### src/pkg/vecint_pkg.sv
// How it works
// (RL1) Vector table fills the lowest 12 program bytes, two per request.
// (RL2) Entry pushes PC low byte, then PC high byte, then the flags.
// (RL3) The entry sequence clears the serviced request's pending bit.
// (RL4) The entry sequence clears the global enable, mask bit 7.
// (RL5) The handler address is read from program bytes 2x and 2x+1.
// (RL6) Byte at 2x is the address high half, 2x+1 the low half.
// (RL7) Among enabled pending requests the highest ranked one is taken.
// (RL8) Service return pops flags then PC and sets the global enable.
// (RL9) Flags pop plus plain return restores state, mask left unchanged.
// (RL10) Masked or globally disabled requests still set readable pending bits.
// (RL11) Software polling clears the pending bit it services.
// (RL12) Software polls requests in descending priority order.
// (RL13) Nesting handlers save mask, mask lower sources, then re-enable.
// (RL14) Software disables globally before changing the source mask.
// (RL15) A request is enabled only with its mask bit and bit 7 set.
// (RL16) After reset pending stays zero until the first enable-all op.
// (RL17) Disable-all clears bit 7; a later mask register write may set it.
// (RL18) Each push decrements the stack pointer, then writes there.
// (RL19) Requests are sampled at instruction boundaries, before next fetch.
// (RL20) Pending bits stay set until entry sequence or software clears them.
`default_nettype none
package vecint_pkg;
  localparam int NUM_SRC = 6;
  localparam int VEC_BYTES = 12;
  localparam logic [15:0] VEC_BASE = 16'h0000;
  localparam int GBIT = 7;

  localparam logic [2:0] OFF_PEND = 3'h0;
  localparam logic [2:0] OFF_MASK = 3'h1;
  localparam logic [2:0] OFF_PRIO = 3'h2;
  localparam logic [2:0] OFF_SPHI = 3'h3;
  localparam logic [2:0] OFF_SPLO = 3'h4;
  localparam logic [2:0] OFF_STAT = 3'h5;

  localparam logic [5:0] PEND_RST = 6'h00;
  localparam logic [7:0] MASK_RST = 8'h00;
  localparam logic [7:0] PRIO_RST = 8'h00;
  localparam logic [15:0] SP_RST = 16'h0000;

  typedef struct packed {
    logic        we;
    logic        re;
    logic [15:0] addr;
    logic [7:0]  wdata;
  } vecint_dmem_t;

  typedef enum logic [3:0] {
    ST_IDLE, ST_PUSH, ST_VEC_A, ST_VEC_B, ST_VEC_HI, ST_VEC_LO,
    ST_POP_ISSUE, ST_POP_WAIT, ST_POP_TAKE
  } vecint_state_t;

  // Rank 0 is the top; out-of-range tops fall back to source 0
  function automatic logic [2:0] vecint_rank(input logic [2:0] id,
                                             input logic [2:0] top);
    logic [2:0] t;
    t = (top > 3'(NUM_SRC - 1)) ? 3'h0 : top;
    vecint_rank = (id >= t) ? 3'(id - t) : 3'(id + 3'(NUM_SRC) - t);
  endfunction

  function automatic logic [5:0] vecint_onehot(input logic [2:0] id);
    vecint_onehot = 6'(7'h01 << id);
  endfunction
endpackage
`default_nettype wire

### src/rtl/vecint_pick.sv
`timescale 1ns/1ps
`default_nettype none
module vecint_pick #(
  parameter int NSRC = vecint_pkg::NUM_SRC
) (
  input  wire logic [NSRC-1:0] en,
  input  wire logic [2:0]      top,
  output logic                 valid,
  output logic [2:0]           id
);
  import vecint_pkg::*;

  always_comb begin
    logic [2:0] best;
    best = 3'h7;
    valid = 1'b0;
    id = 3'h0;
    for (int j = 0; j < NSRC; j++) begin
      if (en[j] && (vecint_rank(3'(j), top) < best)) begin // RL7
        best = vecint_rank(3'(j), top);
        id = 3'(j);
        valid = 1'b1;
      end
    end
  end
endmodule // vecint_pick
`default_nettype wire

### src/rtl/vecint_unit.sv
// Decided for this implementation: strobed register access and the register addresses.
`timescale 1ns/1ps
`default_nettype none
module vecint_unit (
  input  wire logic                 clk,
  input  wire logic                 rst_n,
  input  wire logic [2:0]           reg_addr,
  input  wire logic [7:0]           reg_wdata,
  input  wire logic                 reg_we,
  input  wire logic                 reg_re,
  output logic [7:0]                reg_rdata,
  input  wire logic [5:0]           irq_req,
  input  wire logic                 insn_boundary,
  input  wire logic                 enable_all_op,
  input  wire logic                 disable_all_op,
  input  wire logic                 service_return_op,
  input  wire logic                 plain_return_op,
  input  wire logic [15:0]          pc_now,
  input  wire logic [7:0]           flags_now,
  output vecint_pkg::vecint_dmem_t  dmem,
  input  wire logic [7:0]           dmem_rdata,
  output logic                      pmem_rd,
  output logic [15:0]               pmem_addr,
  input  wire logic [7:0]           pmem_rdata,
  output logic                      busy,
  output logic                      pc_load,
  output logic [15:0]               pc_value,
  output logic                      flags_load,
  output logic [7:0]                flags_value
);
  import vecint_pkg::*;

  vecint_state_t st_q, st_d;
  logic [5:0]   pend_q, pend_d;
  logic [7:0]   mask_q, mask_d;
  logic [7:0]   prio_q;
  logic [15:0]  sp_q, sp_d;
  logic         armed_q;
  logic [2:0]   src_q;
  logic [1:0]   idx_q;
  logic [15:0]  spc_q;
  logic [7:0]   sflg_q;
  logic [7:0]   vhi_q;
  vecint_dmem_t dmem_q;
  logic [7:0]   rdata_q;
  logic         pmem_rd_q;
  logic [15:0]  pmem_addr_q;
  logic         busy_q;
  logic         pc_load_q;
  logic [15:0]  pc_value_q;
  logic         flags_load_q;
  logic [7:0]   flags_value_q;

  wire       idle     = (st_q == ST_IDLE);
  wire       wr_pend  = reg_we && (reg_addr == OFF_PEND);
  wire       wr_mask  = reg_we && (reg_addr == OFF_MASK);
  wire       wr_prio  = reg_we && (reg_addr == OFF_PRIO);
  wire       wr_sphi  = reg_we && (reg_addr == OFF_SPHI);
  wire       wr_splo  = reg_we && (reg_addr == OFF_SPLO);
  wire [5:0] en_req   = pend_q & mask_q[5:0] & {6{mask_q[GBIT]}}; // RL15
  wire       pick_valid;
  wire [2:0] pick_id;

  vecint_pick #(
    .NSRC(NUM_SRC)
  ) u_pick (
    .en    (en_req),
    .top   (prio_q[2:0]),
    .valid (pick_valid),
    .id    (pick_id)
  );

  // Only at a boundary, so the core never fetches past a taken request
  wire take     = idle && insn_boundary && pick_valid; // RL19
  wire ret_go   = idle && !take && (service_return_op || plain_return_op);
  wire service_return_op_go  = ret_go && service_return_op;
  wire [5:0] clr_vec = take ? vecint_onehot(pick_id) : 6'h00; // RL3
  wire [5:0] pend_base = wr_pend ? reg_wdata[5:0] : pend_q;
  wire [7:0] mask_base = wr_mask ? reg_wdata : mask_q;
  wire       push_now  = (st_q == ST_PUSH);
  wire       pop_now   = (st_q == ST_POP_ISSUE);
  wire [7:0] push_byte = (idx_q == 2'h0) ? spc_q[7:0] :
                         (idx_q == 2'h1) ? spc_q[15:8] : sflg_q; // RL2
  wire [15:0] vec_addr = VEC_BASE + {12'h000, src_q, 1'b0}; // RL1 RL5
  wire [7:0] stat_val  = {busy_q, armed_q, 3'h0, src_q};
  wire [7:0] rd_mux =
    (reg_addr == OFF_PEND) ? {2'h0, pend_q} :
    (reg_addr == OFF_MASK) ? mask_q :
    (reg_addr == OFF_PRIO) ? prio_q :
    (reg_addr == OFF_SPHI) ? sp_q[15:8] :
    (reg_addr == OFF_SPLO) ? sp_q[7:0] :
    (reg_addr == OFF_STAT) ? stat_val : 8'h00;

  // Sources win over clears so no request is dropped on a clear
  assign pend_d = armed_q ? ((pend_base & ~clr_vec) | irq_req) // RL10 RL20
                          : PEND_RST; // RL16

  always_comb begin
    mask_d = mask_base;
    if (take || disable_all_op) begin
      mask_d[GBIT] = 1'b0; // RL4 RL17
    end else if (enable_all_op || service_return_op_go) begin
      mask_d[GBIT] = 1'b1; // RL8 RL17
    end
  end

  // Sequencer owns the pointer while it pushes or pops
  always_comb begin
    sp_d = sp_q;
    if (push_now) begin
      sp_d = sp_q - 16'h0001; // RL18
    end else if (pop_now) begin
      sp_d = sp_q + 16'h0001;
    end else if (wr_sphi) begin
      sp_d = {reg_wdata, sp_q[7:0]};
    end else if (wr_splo) begin
      sp_d = {sp_q[15:8], reg_wdata};
    end
  end

  always_comb begin
    st_d = st_q;
    case (st_q)
      ST_IDLE: begin
        if (take) begin
          st_d = ST_PUSH;
        end else if (ret_go) begin
          st_d = ST_POP_ISSUE;
        end
      end
      ST_PUSH:      st_d = (idx_q == 2'h2) ? ST_VEC_A : ST_PUSH;
      ST_VEC_A:     st_d = ST_VEC_B;
      ST_VEC_B:     st_d = ST_VEC_HI;
      ST_VEC_HI:    st_d = ST_VEC_LO;
      ST_VEC_LO:    st_d = ST_IDLE;
      ST_POP_ISSUE: st_d = ST_POP_WAIT;
      ST_POP_WAIT:  st_d = ST_POP_TAKE;
      ST_POP_TAKE:  st_d = (idx_q == 2'h2) ? ST_IDLE : ST_POP_ISSUE;
      default:      st_d = ST_IDLE;
    endcase
  end

  always_ff @(posedge clk or negedge rst_n) begin
    if (!rst_n) begin
      st_q <= ST_IDLE;
      pend_q <= PEND_RST;
      mask_q <= MASK_RST;
      prio_q <= PRIO_RST;
      sp_q <= SP_RST;
      armed_q <= 1'b0;
    end else begin
      st_q <= st_d;
      pend_q <= pend_d;
      mask_q <= mask_d;
      prio_q <= wr_prio ? reg_wdata : prio_q;
      sp_q <= sp_d;
      armed_q <= armed_q | enable_all_op; // RL16
    end
  end

  always_ff @(posedge clk or negedge rst_n) begin
    if (!rst_n) begin
      rdata_q <= 8'h00;
      busy_q <= 1'b0;
    end else begin
      rdata_q <= reg_re ? rd_mux : 8'h00;
      busy_q <= (st_d != ST_IDLE);
    end
  end

  // Context capture and sequence index
  always_ff @(posedge clk or negedge rst_n) begin
    if (!rst_n) begin
      src_q <= 3'h0;
      idx_q <= 2'h0;
      spc_q <= 16'h0000;
      sflg_q <= 8'h00;
    end else if (take) begin
      src_q <= pick_id;
      idx_q <= 2'h0;
      spc_q <= pc_now;
      sflg_q <= flags_now;
    end else if (ret_go) begin
      idx_q <= service_return_op_go ? 2'h0 : 2'h1; // RL8 RL9
    end else if (push_now || (st_q == ST_POP_TAKE)) begin
      idx_q <= 2'(idx_q + 2'h1);
    end
  end

  // Data memory strobes: push writes at the new pointer, pop reads old
  always_ff @(posedge clk or negedge rst_n) begin
    if (!rst_n) begin
      dmem_q <= '0;
    end else begin
      dmem_q.we <= push_now;
      dmem_q.re <= pop_now;
      dmem_q.addr <= push_now ? sp_d : sp_q; // RL18
      dmem_q.wdata <= push_now ? push_byte : 8'h00; // RL2
    end
  end

  always_ff @(posedge clk or negedge rst_n) begin
    if (!rst_n) begin
      pmem_rd_q <= 1'b0;
      pmem_addr_q <= 16'h0000;
      vhi_q <= 8'h00;
    end else begin
      pmem_rd_q <= (st_q == ST_VEC_A) || (st_q == ST_VEC_B);
      pmem_addr_q <= (st_q == ST_VEC_B) ? 16'(vec_addr + 16'h0001)
                                        : vec_addr; // RL5
      vhi_q <= (st_q == ST_VEC_HI) ? pmem_rdata : vhi_q;
    end
  end

  // Core loads: vectored jump or popped context
  wire pop_take = (st_q == ST_POP_TAKE);
  always_ff @(posedge clk or negedge rst_n) begin
    if (!rst_n) begin
      pc_load_q <= 1'b0;
      pc_value_q <= 16'h0000;
      flags_load_q <= 1'b0;
      flags_value_q <= 8'h00;
    end else begin
      pc_load_q <= (st_q == ST_VEC_LO) || (pop_take && (idx_q == 2'h2));
      flags_load_q <= pop_take && (idx_q == 2'h0); // RL8
      if (st_q == ST_VEC_LO) begin
        pc_value_q <= {vhi_q, pmem_rdata}; // RL6
      end else if (pop_take && (idx_q == 2'h1)) begin
        pc_value_q <= {dmem_rdata, pc_value_q[7:0]};
      end else if (pop_take && (idx_q == 2'h2)) begin
        pc_value_q <= {pc_value_q[15:8], dmem_rdata};
      end
      if (pop_take && (idx_q == 2'h0)) begin
        flags_value_q <= dmem_rdata;
      end
    end
  end

  assign reg_rdata = rdata_q;
  assign dmem = dmem_q;
  assign pmem_rd = pmem_rd_q;
  assign pmem_addr = pmem_addr_q;
  assign busy = busy_q;
  assign pc_load = pc_load_q;
  assign pc_value = pc_value_q;
  assign flags_load = flags_load_q;
  assign flags_value = flags_value_q;

  // Checks
  logic beaten;
  always_comb begin
    beaten = 1'b0;
    for (int j = 0; j < NUM_SRC; j++) begin
      if (en_req[j] &&
          (vecint_rank(3'(j), prio_q[2:0]) < vecint_rank(pick_id, prio_q[2:0])))
      begin
        beaten = 1'b1;
      end
    end
  end

  a_hold_pending: assert property (@(posedge clk) disable iff (!rst_n) // RL16
    !armed_q |-> pend_q == 6'h00)
    else $error("pending set before first enable-all");

  a_push_order: assert property (@(posedge clk) disable iff (!rst_n) // RL2
    take |-> ##2 (dmem.we && dmem.wdata == $past(pc_now[7:0], 2))
      ##1 (dmem.we && dmem.wdata == $past(pc_now[15:8], 3))
      ##1 (dmem.we && dmem.wdata == $past(flags_now, 4)))
    else $error("entry push order wrong");

  a_sp_predec: assert property (@(posedge clk) disable iff (!rst_n) // RL18
    dmem.we |-> (dmem.addr == sp_q) && (sp_q == 16'($past(sp_q) - 16'h0001)))
    else $error("push not at decremented pointer");

  a_take_clears: assert property (@(posedge clk) disable iff (!rst_n) // RL3
    take && !irq_req[pick_id] |=> !pend_q[$past(pick_id)])
    else $error("serviced pending bit not cleared");

  a_take_global: assert property (@(posedge clk) disable iff (!rst_n) // RL4
    take |=> !mask_q[GBIT])
    else $error("global enable not cleared on entry");

  a_take_enabled: assert property (@(posedge clk) disable iff (!rst_n) // RL15
    take |-> mask_q[GBIT] && mask_q[pick_id] && !beaten) // RL7
    else $error("request taken while not enabled or not highest");

  a_vec_fetch: assert property (@(posedge clk) disable iff (!rst_n) // RL5
    take |-> ##5 (pmem_rd && pmem_addr == {12'h000, $past(pick_id, 5), 1'b0})
      ##1 (pmem_rd && pmem_addr == {12'h000, $past(pick_id, 6), 1'b1}))
    else $error("vector fetch address wrong");

  a_vec_join: assert property (@(posedge clk) disable iff (!rst_n) // RL6
    take |-> ##8 (pc_load && pc_value ==
                  {$past(pmem_rdata, 2), $past(pmem_rdata, 1)}))
    else $error("vector word assembled wrongly");

  a_service_return_op_global: assert property (@(posedge clk) disable iff (!rst_n) // RL8
    service_return_op_go && !disable_all_op |=> mask_q[GBIT] ##3 flags_load ##3 !pc_load
      ##3 pc_load)
    else $error("service return sequence wrong");

  a_ret_keeps: assert property (@(posedge clk) disable iff (!rst_n) // RL9
    ret_go && !service_return_op_go && !wr_mask && !enable_all_op && !disable_all_op
      |=> mask_q == $past(mask_q))
    else $error("plain return changed the mask");

  a_req_caught: assert property (@(posedge clk) disable iff (!rst_n) // RL10
    armed_q |=> (pend_q & $past(irq_req)) == $past(irq_req))
    else $error("request lost while armed");

  a_pend_sticky: assert property (@(posedge clk) disable iff (!rst_n) // RL20
    armed_q && !take && !wr_pend |=> (pend_q & $past(pend_q)) == $past(pend_q))
    else $error("pending bit dropped without clear");

  a_disable_all: assert property (@(posedge clk) disable iff (!rst_n) // RL17
    disable_all_op |=> !mask_q[GBIT])
    else $error("disable-all left global enable set");

  a_boundary: assert property (@(posedge clk) disable iff (!rst_n) // RL19
    $rose(busy) && $past(st_d) == ST_PUSH |-> $past(insn_boundary))
    else $error("entry started off a boundary");

  a_entry_busy: assert property (@(posedge clk) disable iff (!rst_n) // RL19
    take |=> busy [*7] ##1 !busy)
    else $error("busy not held through entry");

  a_plain_ret: assert property (@(posedge clk) disable iff (!rst_n) // RL9
    ret_go && !service_return_op_go |-> ##2 dmem.re ##3 dmem.re ##2 pc_load)
    else $error("plain return sequence wrong");

  a_pop_order: assert property (@(posedge clk) disable iff (!rst_n) // RL8
    service_return_op_go && !wr_sphi && !wr_splo
      |-> ##2 (dmem.re && dmem.addr == $past(sp_q, 2))
      ##3 (dmem.re && dmem.addr == 16'($past(sp_q, 5) + 16'h0001)))
    else $error("service return pops wrong addresses");

  a_rdata_idle: assert property (@(posedge clk) disable iff (!rst_n) // strobed register read, decided for this implementation
    !reg_re |=> reg_rdata == 8'h00)
    else $error("read data stands outside its cycle");

  c_vectored: cover property (@(posedge clk) disable iff (!rst_n)
    take ##8 pc_load);
  c_service_return_op: cover property (@(posedge clk) disable iff (!rst_n)
    service_return_op_go ##10 pc_load);
  c_two_pending: cover property (@(posedge clk) disable iff (!rst_n)
    take && $countones(en_req) > 1);
  c_plain: cover property (@(posedge clk) disable iff (!rst_n)
    ret_go && !service_return_op_go ##7 pc_load);
endmodule // vecint_unit
`default_nettype wire

### config.mk
export PLATFORM = sky130hd
export DESIGN_NAME = vecint_unit
export DESIGN_NICKNAME = d
export VERILOG_FILES = /design/src/pkg/vecint_pkg.sv /design/src/rtl/vecint_pick.sv /design/src/rtl/vecint_unit.sv
export SDC_FILE = /design/constraint.sdc
export NUM_CORES = 1
export LEC_CHECK = 0
export BUFFER_PORTS_ARGS = -buffer_cell sky130_fd_sc_hd__buf_2
export CORE_AREA = 4 4 148 150
export DETAILED_ROUTE_END_ITERATION = 10
export DIE_AREA = 0 0 152 154
export GPL_TIMING_DRIVEN = 1
export PLACE_DENSITY_LB_ADDON = 0.12
export SLEW_MARGIN = 10
export SYNTH_ARGS = -nofsm -noshare
export SYNTH_HDL_FRONTEND = slang
export SYNTH_HIERARCHICAL = 1
export SYNTH_SLANG_ARGS = --single-unit
### constraint.sdc
create_clock -name clk -period 5.9 [get_ports clk]
set_input_delay 0.295 -clock clk [delete_from_list [all_inputs] [get_ports clk]]
set_output_delay 0.295 -clock clk [all_outputs]
set_load 0.02 [all_outputs]
==> Word level (Yosys, flattened, before mapping) <==
Cells that the tools add are included.
{ "op_classes": {"n_shift": 1, "n_mul": 0, "add_sub_neg": 12, "order_cmp": 13, "n_reduce_logical": 35, "mux": 57, "n_eq_ne": 16, "bitwise": 6, "n_div": 0} }
{ "op_table": {"columns": ["operator", "count"], "rows": [
  ["two-way mux 8 bit", 13],
  ["two-way mux 16 bit", 6],
  ["two-way mux 3 bit", 15],
  ["one-hot mux 4 bit (8 select lines)", 1],
  ["logical AND 1 bit", 19],
  ["bitwise AND 6 bit", 3],
  ["two-way mux 6 bit", 3],
  ["adder 16 x 1 -> 16 bit (second input constant)", 1],
  ["== test 4 x 3 -> 1 bit (second input constant)", 4],
  ["subtractor 16 x 1 -> 16 bit (second input constant)", 1],
  ["less-than comparator 3 bit", 5],
  ["two-way mux 2 bit", 6],
  ["subtractor 3 bit (first input constant)", 4],
  ["two-way mux 1 bit", 10],
  ["== test 4 x 2 -> 1 bit (second input constant)", 2],
  ["two-way mux 4 bit", 2],
  ["== test 3 x 2 -> 1 bit (second input constant)", 2],
  ["== test 3 bit (second input constant)", 2],
  [">= comparator 1 x 3 -> 1 bit (first input constant)", 2],
  [">= comparator 2 x 3 -> 1 bit (first input constant)", 2],
  [">= comparator 3 bit (first input constant)", 2],
  ["logical OR 1 bit", 6],
  ["inverter 6 bit", 1],
  ["bitwise OR 6 bit", 1],
  ["23 further kinds", 27]
]} }
{ "totals": {"reg_bits": 147, "mem_count": 0, "wordCells": 165, "romBits": 0, "input_bits": 66, "latch_bits": 0, "out_inout_bits": 78, "ramBits": 0} }

==> Depth between registers and ports, before layout <==
{ "logic_depth": {"depth_word": 30, "mapped_depth": 29} }

==> By module <==
Netlist, hierarchy kept.
{ "modules_own_cells": {"columns": ["module", "cells_each", "n_inst", "area_per_inst_um2"], "rows": [
  ["vecint_unit", 727, 1, 7171.9],
  ["vecint_pick", 134, 1, 938.4]
]} }

==> Least setup slack after synthesis <==
OpenSTA, ideal clock, no wires.
{ "synth_path": {"path_type": "register -> register", "from": "register prio_q[2]", "to": "register busy_q, in the netlist busy", "synth_period_minus_slack_ns": 6.057, "path_stages_with_launch": 30, "setup_time_ns": 0.138, "path_buffers": 1, "setup_slack_ns": -0.157, "arrival_ns": 5.919, "path_cell_list": "dfrtp_1 a21bo_2 buf_2 clkinv_4 nor2_1 ha_1 or3b_2 a31oi_1 o21ai_0 o211a_1 a21oi_1 nand4_1 o211ai_2 mux2i_1 inv_1 ha_1 a21oi_1 o21ai_0 o21bai_2 mux2i_1 ha_1 nand2_1 nand4b_1 o211a_1 o21ai_1 nand2_1 and3_1 o21a_1 or3_1 or4_1"} }
{ "synth_between": {"elab_chain_cells": 30, "word_cells_on_any_way": 53, "classes_between": "8 x add/sub; 13 x order compare; 21 x mux; 11 x reduce/logical"} }
{ "synth_lines": {"columns": ["element", "line_no", "source"], "rows": [
  ["start, declared", "vecint_unit.sv:36", "logic [7:0] prio_q;"],
  ["start signal, assigned", "vecint_unit.sv:155", "prio_q <= wr_prio ? reg_wdata : prio_q;"],
  ["greater-than comparator 3 bit", "vecint_pkg.sv:57", "t = (top > 3'(NUM_SRC - 1)) ? 3'h0 : top;"],
  ["two-way mux 3 bit (*)", "vecint_pkg.sv:57", null],
  ["subtractor 3 bit (tied with other cells)", "vecint_pkg.sv:58", "vecint_rank = (id >= t) ? 3'(id - t) : 3'(id + 3'(NUM_SRC) - t);"],
  ["two-way mux 3 bit", "vecint_pkg.sv:58", null],
  ["less-than comparator 3 bit", "vecint_pick.sv:19", "if (en[j] && (vecint_rank(3'(j), top) < best)) begin"],
  ["logical AND 1 bit", "vecint_pick.sv:19", null],
  ["two-way mux 3 bit", "vecint_pick.sv:19", null],
  ["less-than comparator 3 bit", "vecint_pick.sv:19", null],
  ["(+14 left out)", null, null],
  ["net pick_valid", "vecint_unit.sv:61", "wire pick_valid;"],
  ["logical AND 1 bit (*)", "vecint_unit.sv:74", "wire take = idle && insn_boundary && pick_valid;"],
  ["logical NOT 1 bit", "vecint_unit.sv:75", "wire ret_go = idle && !take && (service_return_op || plain_return_op);"],
  ["logical AND 1 bit (2 in a row)", "vecint_unit.sv:75", null],
  ["two-way mux 4 bit", "vecint_unit.sv:127", "end else if (ret_go) begin"],
  ["two-way mux 4 bit (*)", "vecint_unit.sv:125", "if (take) begin"],
  ["one-hot mux 4 bit (8 select lines) (*)", "vecint_unit.sv:123", "case (st_q)"],
  ["net st_d[2]", "vecint_unit.sv:33", "vecint_state_t st_q, st_d;"],
  ["nonzero test 4 bit (*)", "vecint_unit.sv:167", "busy_q <= (st_d != ST_IDLE);"],
  ["end signal, assigned", "vecint_unit.sv:167", null],
  ["end, declared", "vecint_unit.sv:48", "logic busy_q;"]
]} }
Mark *: on every way through the listed nets, which the timed path passes. The rest lies on a longest branch.
A chain may end at the register's enable or synchronous reset.

==> Final worst setup path <==
Ends and elaborated chain as after synthesis.

==> impl_metrics.ini <==
[grt]
antenna_found_initial = 2
total_overflow_reported_by_the_global_router = 0
grt_pass1_wl_um = 36000
via_count_of_the_first_global_routing_pass = 6763
grt_max_degree = 79
groute.usage.overall_pct = 18.78

[floorplan]
dieWidth_um = 152
die_height_um = 154
initial_core_util_pct = 39.20
die-area_um2 = 23410
core_area_um2 = 20690
rows = 53
ios = 144

[worst_setup_path]
worst_ep_required_time_ns = 6.19
timing.critical_path.from_type = flop
worst_r2r_startpoint = prio_q[2]
cp_max_fo = 5
cp_slowest_cell = or4_1
end_kind = flop
reg2reg_depth = 29
critPathMostFrequentCell = buf_6
regToRegSetupSlack_ns = -0.01
reg2reg_to = busy
critPathMaxStageDelay_ns = 0.46
timing.critical_path.arrival_ns = 6.20
timing_worst_setup_path_type = flop to flop

[logic_synthesis]
synthDominantCellAreaShare_pct = 45.05
synth_warnings = 6
ys_dominant_reg_cell = dfrtp_1
cell_area_after_synthesis_um2 = 8110
yosys_register_bits = 146
synth_area_leaders = dfrtp_1 45%, nand2_1 6.9%, mux2_2 4.6%
synth-async-reset-ratio_pct = 100.0
seq_area_frac_synth_pct = 45.05
synth_edf_count = 0
postSynthAreaPerCell_um2 = 9.420
synth.distinct_cells = 78
syn-instance-count = 861
synthDominantAreaCellType = dfrtp_1

[routing]
wirelength_um = 22410
detailed_route_via_count = 6937
drcViolationCount = 0
initialDrtViolationCount = 382
route.detailed.wl_per_inst_um = 17.08
avgViaCountPerCell = 5.287
drtPass1Iterations = 5
final_antenna_net_count = 0

[layout]
layout.nets = 1107
layout.cells.most_common_list = 149 x nand2_1, 146 x dfrtp_1, 130 x buf_2, 62 x nor2_1, 57 x buf_4
area_growth_syn_to_layout_pct = 26.61
final_cell_utilization_of_the_core_pct = 49.63
final_design_area_no_fill_um2 = 10270
antenna-diode-count = 0
post_route_cells_drive_above_1_share_pct = 30.67
layout_commonest_cell = nand2_1
fillerInstances = 2004

[sta]
rsz0062_at_grt = yes
max_freq_mhz = 169.2
post_route_clock_period_utilization_pct = 100.2
total_negative_setup_slacks_ns = -0.01077
setup_viol_count_final = 1
slew_viol_final = 0
skew_ns = 0.01071
tightestPinTransition_ns = 0.9714
finalHoldViolCount = 0
worst_slew_margin_rel_pct = 34.36
finalCriticalPeriod_ns = 5.911
holdWs_ns = 0.05766
least_setup_slack_across_all_paths_after_layout_ns = -0.01077

[clock_network]
worst_setup_hold_path_clk_slew_ns = 0.07
cts_tree = built
clock_tree.root_cell = clkbuf_16
ctsHtreeMaxLevel = 4
cts_max_path_buffers = 2
tritoncts.num_buffers = 17
clock_latency_ns = 0.42
clock-sinks = 146

[placement]
place.detailed.hpwl_um = 15770
numPortBuffers = 131
globalplace.congestion = 0.8422
postPlaceCellArea_um2 = 9236

[hold_path]
hold_path.startpoint = flags_now[7]
instance_count_along_the_most_critical_hold_path = 3
min_path_type = primary input to flop
hold_path_endpoint = sflg_q[7]

[run_status]
outcome = complete, but fails checks
violated_checks = setup timing

[pwr]
total_power_mw = 5.338
static-leakage-power_nw = 4.709
vdd_drop_max_v = 0.0002479
cellPowerDensity_nw_per_um2 = 519.8

[run]
max_cap_viol_count = 0
-- power breakdown --
group | switching, mW | internal (mW)
sequential | 0.353 | 1.38
combinational | 1.41 | 1.09
clock | 0.462 | 0.638
total | 2.22 | 3.12
-- layout make-up --
class | instances | area, um2 | area share [%]
Clock buffer | 18 | 429.2 | 4.179
Multi-Input combinational cell | 639 | 4392 | 42.77
Timing Repair Buffer | 196 | 1187 | 11.56
Sequential cell | 146 | 3654 | 35.58
Clock inverter | 14 | 167.7 | 1.633
Tap cell | 275 | 344.1 | 3.351
Inverter | 24 | 95.09 | 0.9260
-- sequential cells by signal (all words and copies together) (netlist names) --
signal       cells
dmem            26
armed_q          1
spc_q           16
idx_q            2
pc_load          1
prio_q           8
sflg_q           8
src_q            3
st_q             4
pmem_addr        4
mask_q           8
flags_value      8
vhi_q            8
pend_q           6
pmem_rd          1
flags_load       1
busy             1
pc_value        16
sp_q            16
reg_rdata        8
-- layer usage --
| metal | wire length, um | track usage [%] | vias up |
|---|---|---|---|
| li1 | - | - | 3351 |
| met1 | 10170 | 25.45 | 3327 |
| met2 | 10400 | 29.78 | 216 |
| met3 | 1301 | 4.475 | 39 |
| met4 | 504 | 6.164 | 4 |
| met5 | 32 | 0 | - |
-- logic make-up after synthesis --
group	Yosys count	share of synthesized area [%]
and+or+nand+nor	337	19.81
AOI/OAI and AO/OA	179	15.35
DFF	146	45.05
buffers and inverters	87	4.937
muxes	69	9.488
xor gates and xnor gates	25	2.700
adders and majority gates	17	2.623
other	1	0.04624
-- critical path, delay by kind of cell, from the launching register on --
kind | cells | cell delay [ns]
adders and majority gates | 3 | 0.79
and+or+nand+nor | 7 | 1.44
muxes | 2 | 0.47
DFF | 1 | 0.41
buffers and inverters | 4 | 0.45
AOI/OAI and AO/OA | 13 | 2.22
-- stage by stage --
stage               setup WS, ns  cells
floorplan               0.002223    872
global placement         0.01910   1258
detailed placement       -0.1324   1258
CTS                     0.004381   1305
global route             -0.2746   1312
finish                  -0.01077   1312
-- synth_stat cells (13+ instances only) --
master and number:
nand3_1 18, nand2_1 149, nor2_1 65, and2_1 17, a21oi_1 45, a31oi_1 18
mux2_2 33, ha_1 17, buf_4 13, clkbuf_1 31, inv_1 21, mux2i_1 33
o21ai_0 24, xnor2_1 14, nor2b_1 13, dfrtp_1 146
-- how the worst max path moves through the flow --
stage                    from  endpoint  slack [ns]  cells after the start
floorplan           prio_q[2]      busy       0.002                     27
detailed placement  prio_q[1]      busy       -0.13                     28
finish              prio_q[2]      busy       -0.01                     29
global placement    prio_q[1]      busy        0.02                     29
CTS                 prio_q[1]      busy       0.004                     27
global route        prio_q[2]      busy       -0.27                     27
-- repair_timing --
action,4_1_cts,5_1_grt
hold buffers,1,0
endpoints found under the setup margin,1,39
buffers inserted,14,8
resized for setup,16,36
endpoints found under the hold margin,77,0
pin swaps,21,32
No activity file was read; power rests on OpenSTA's default activity.
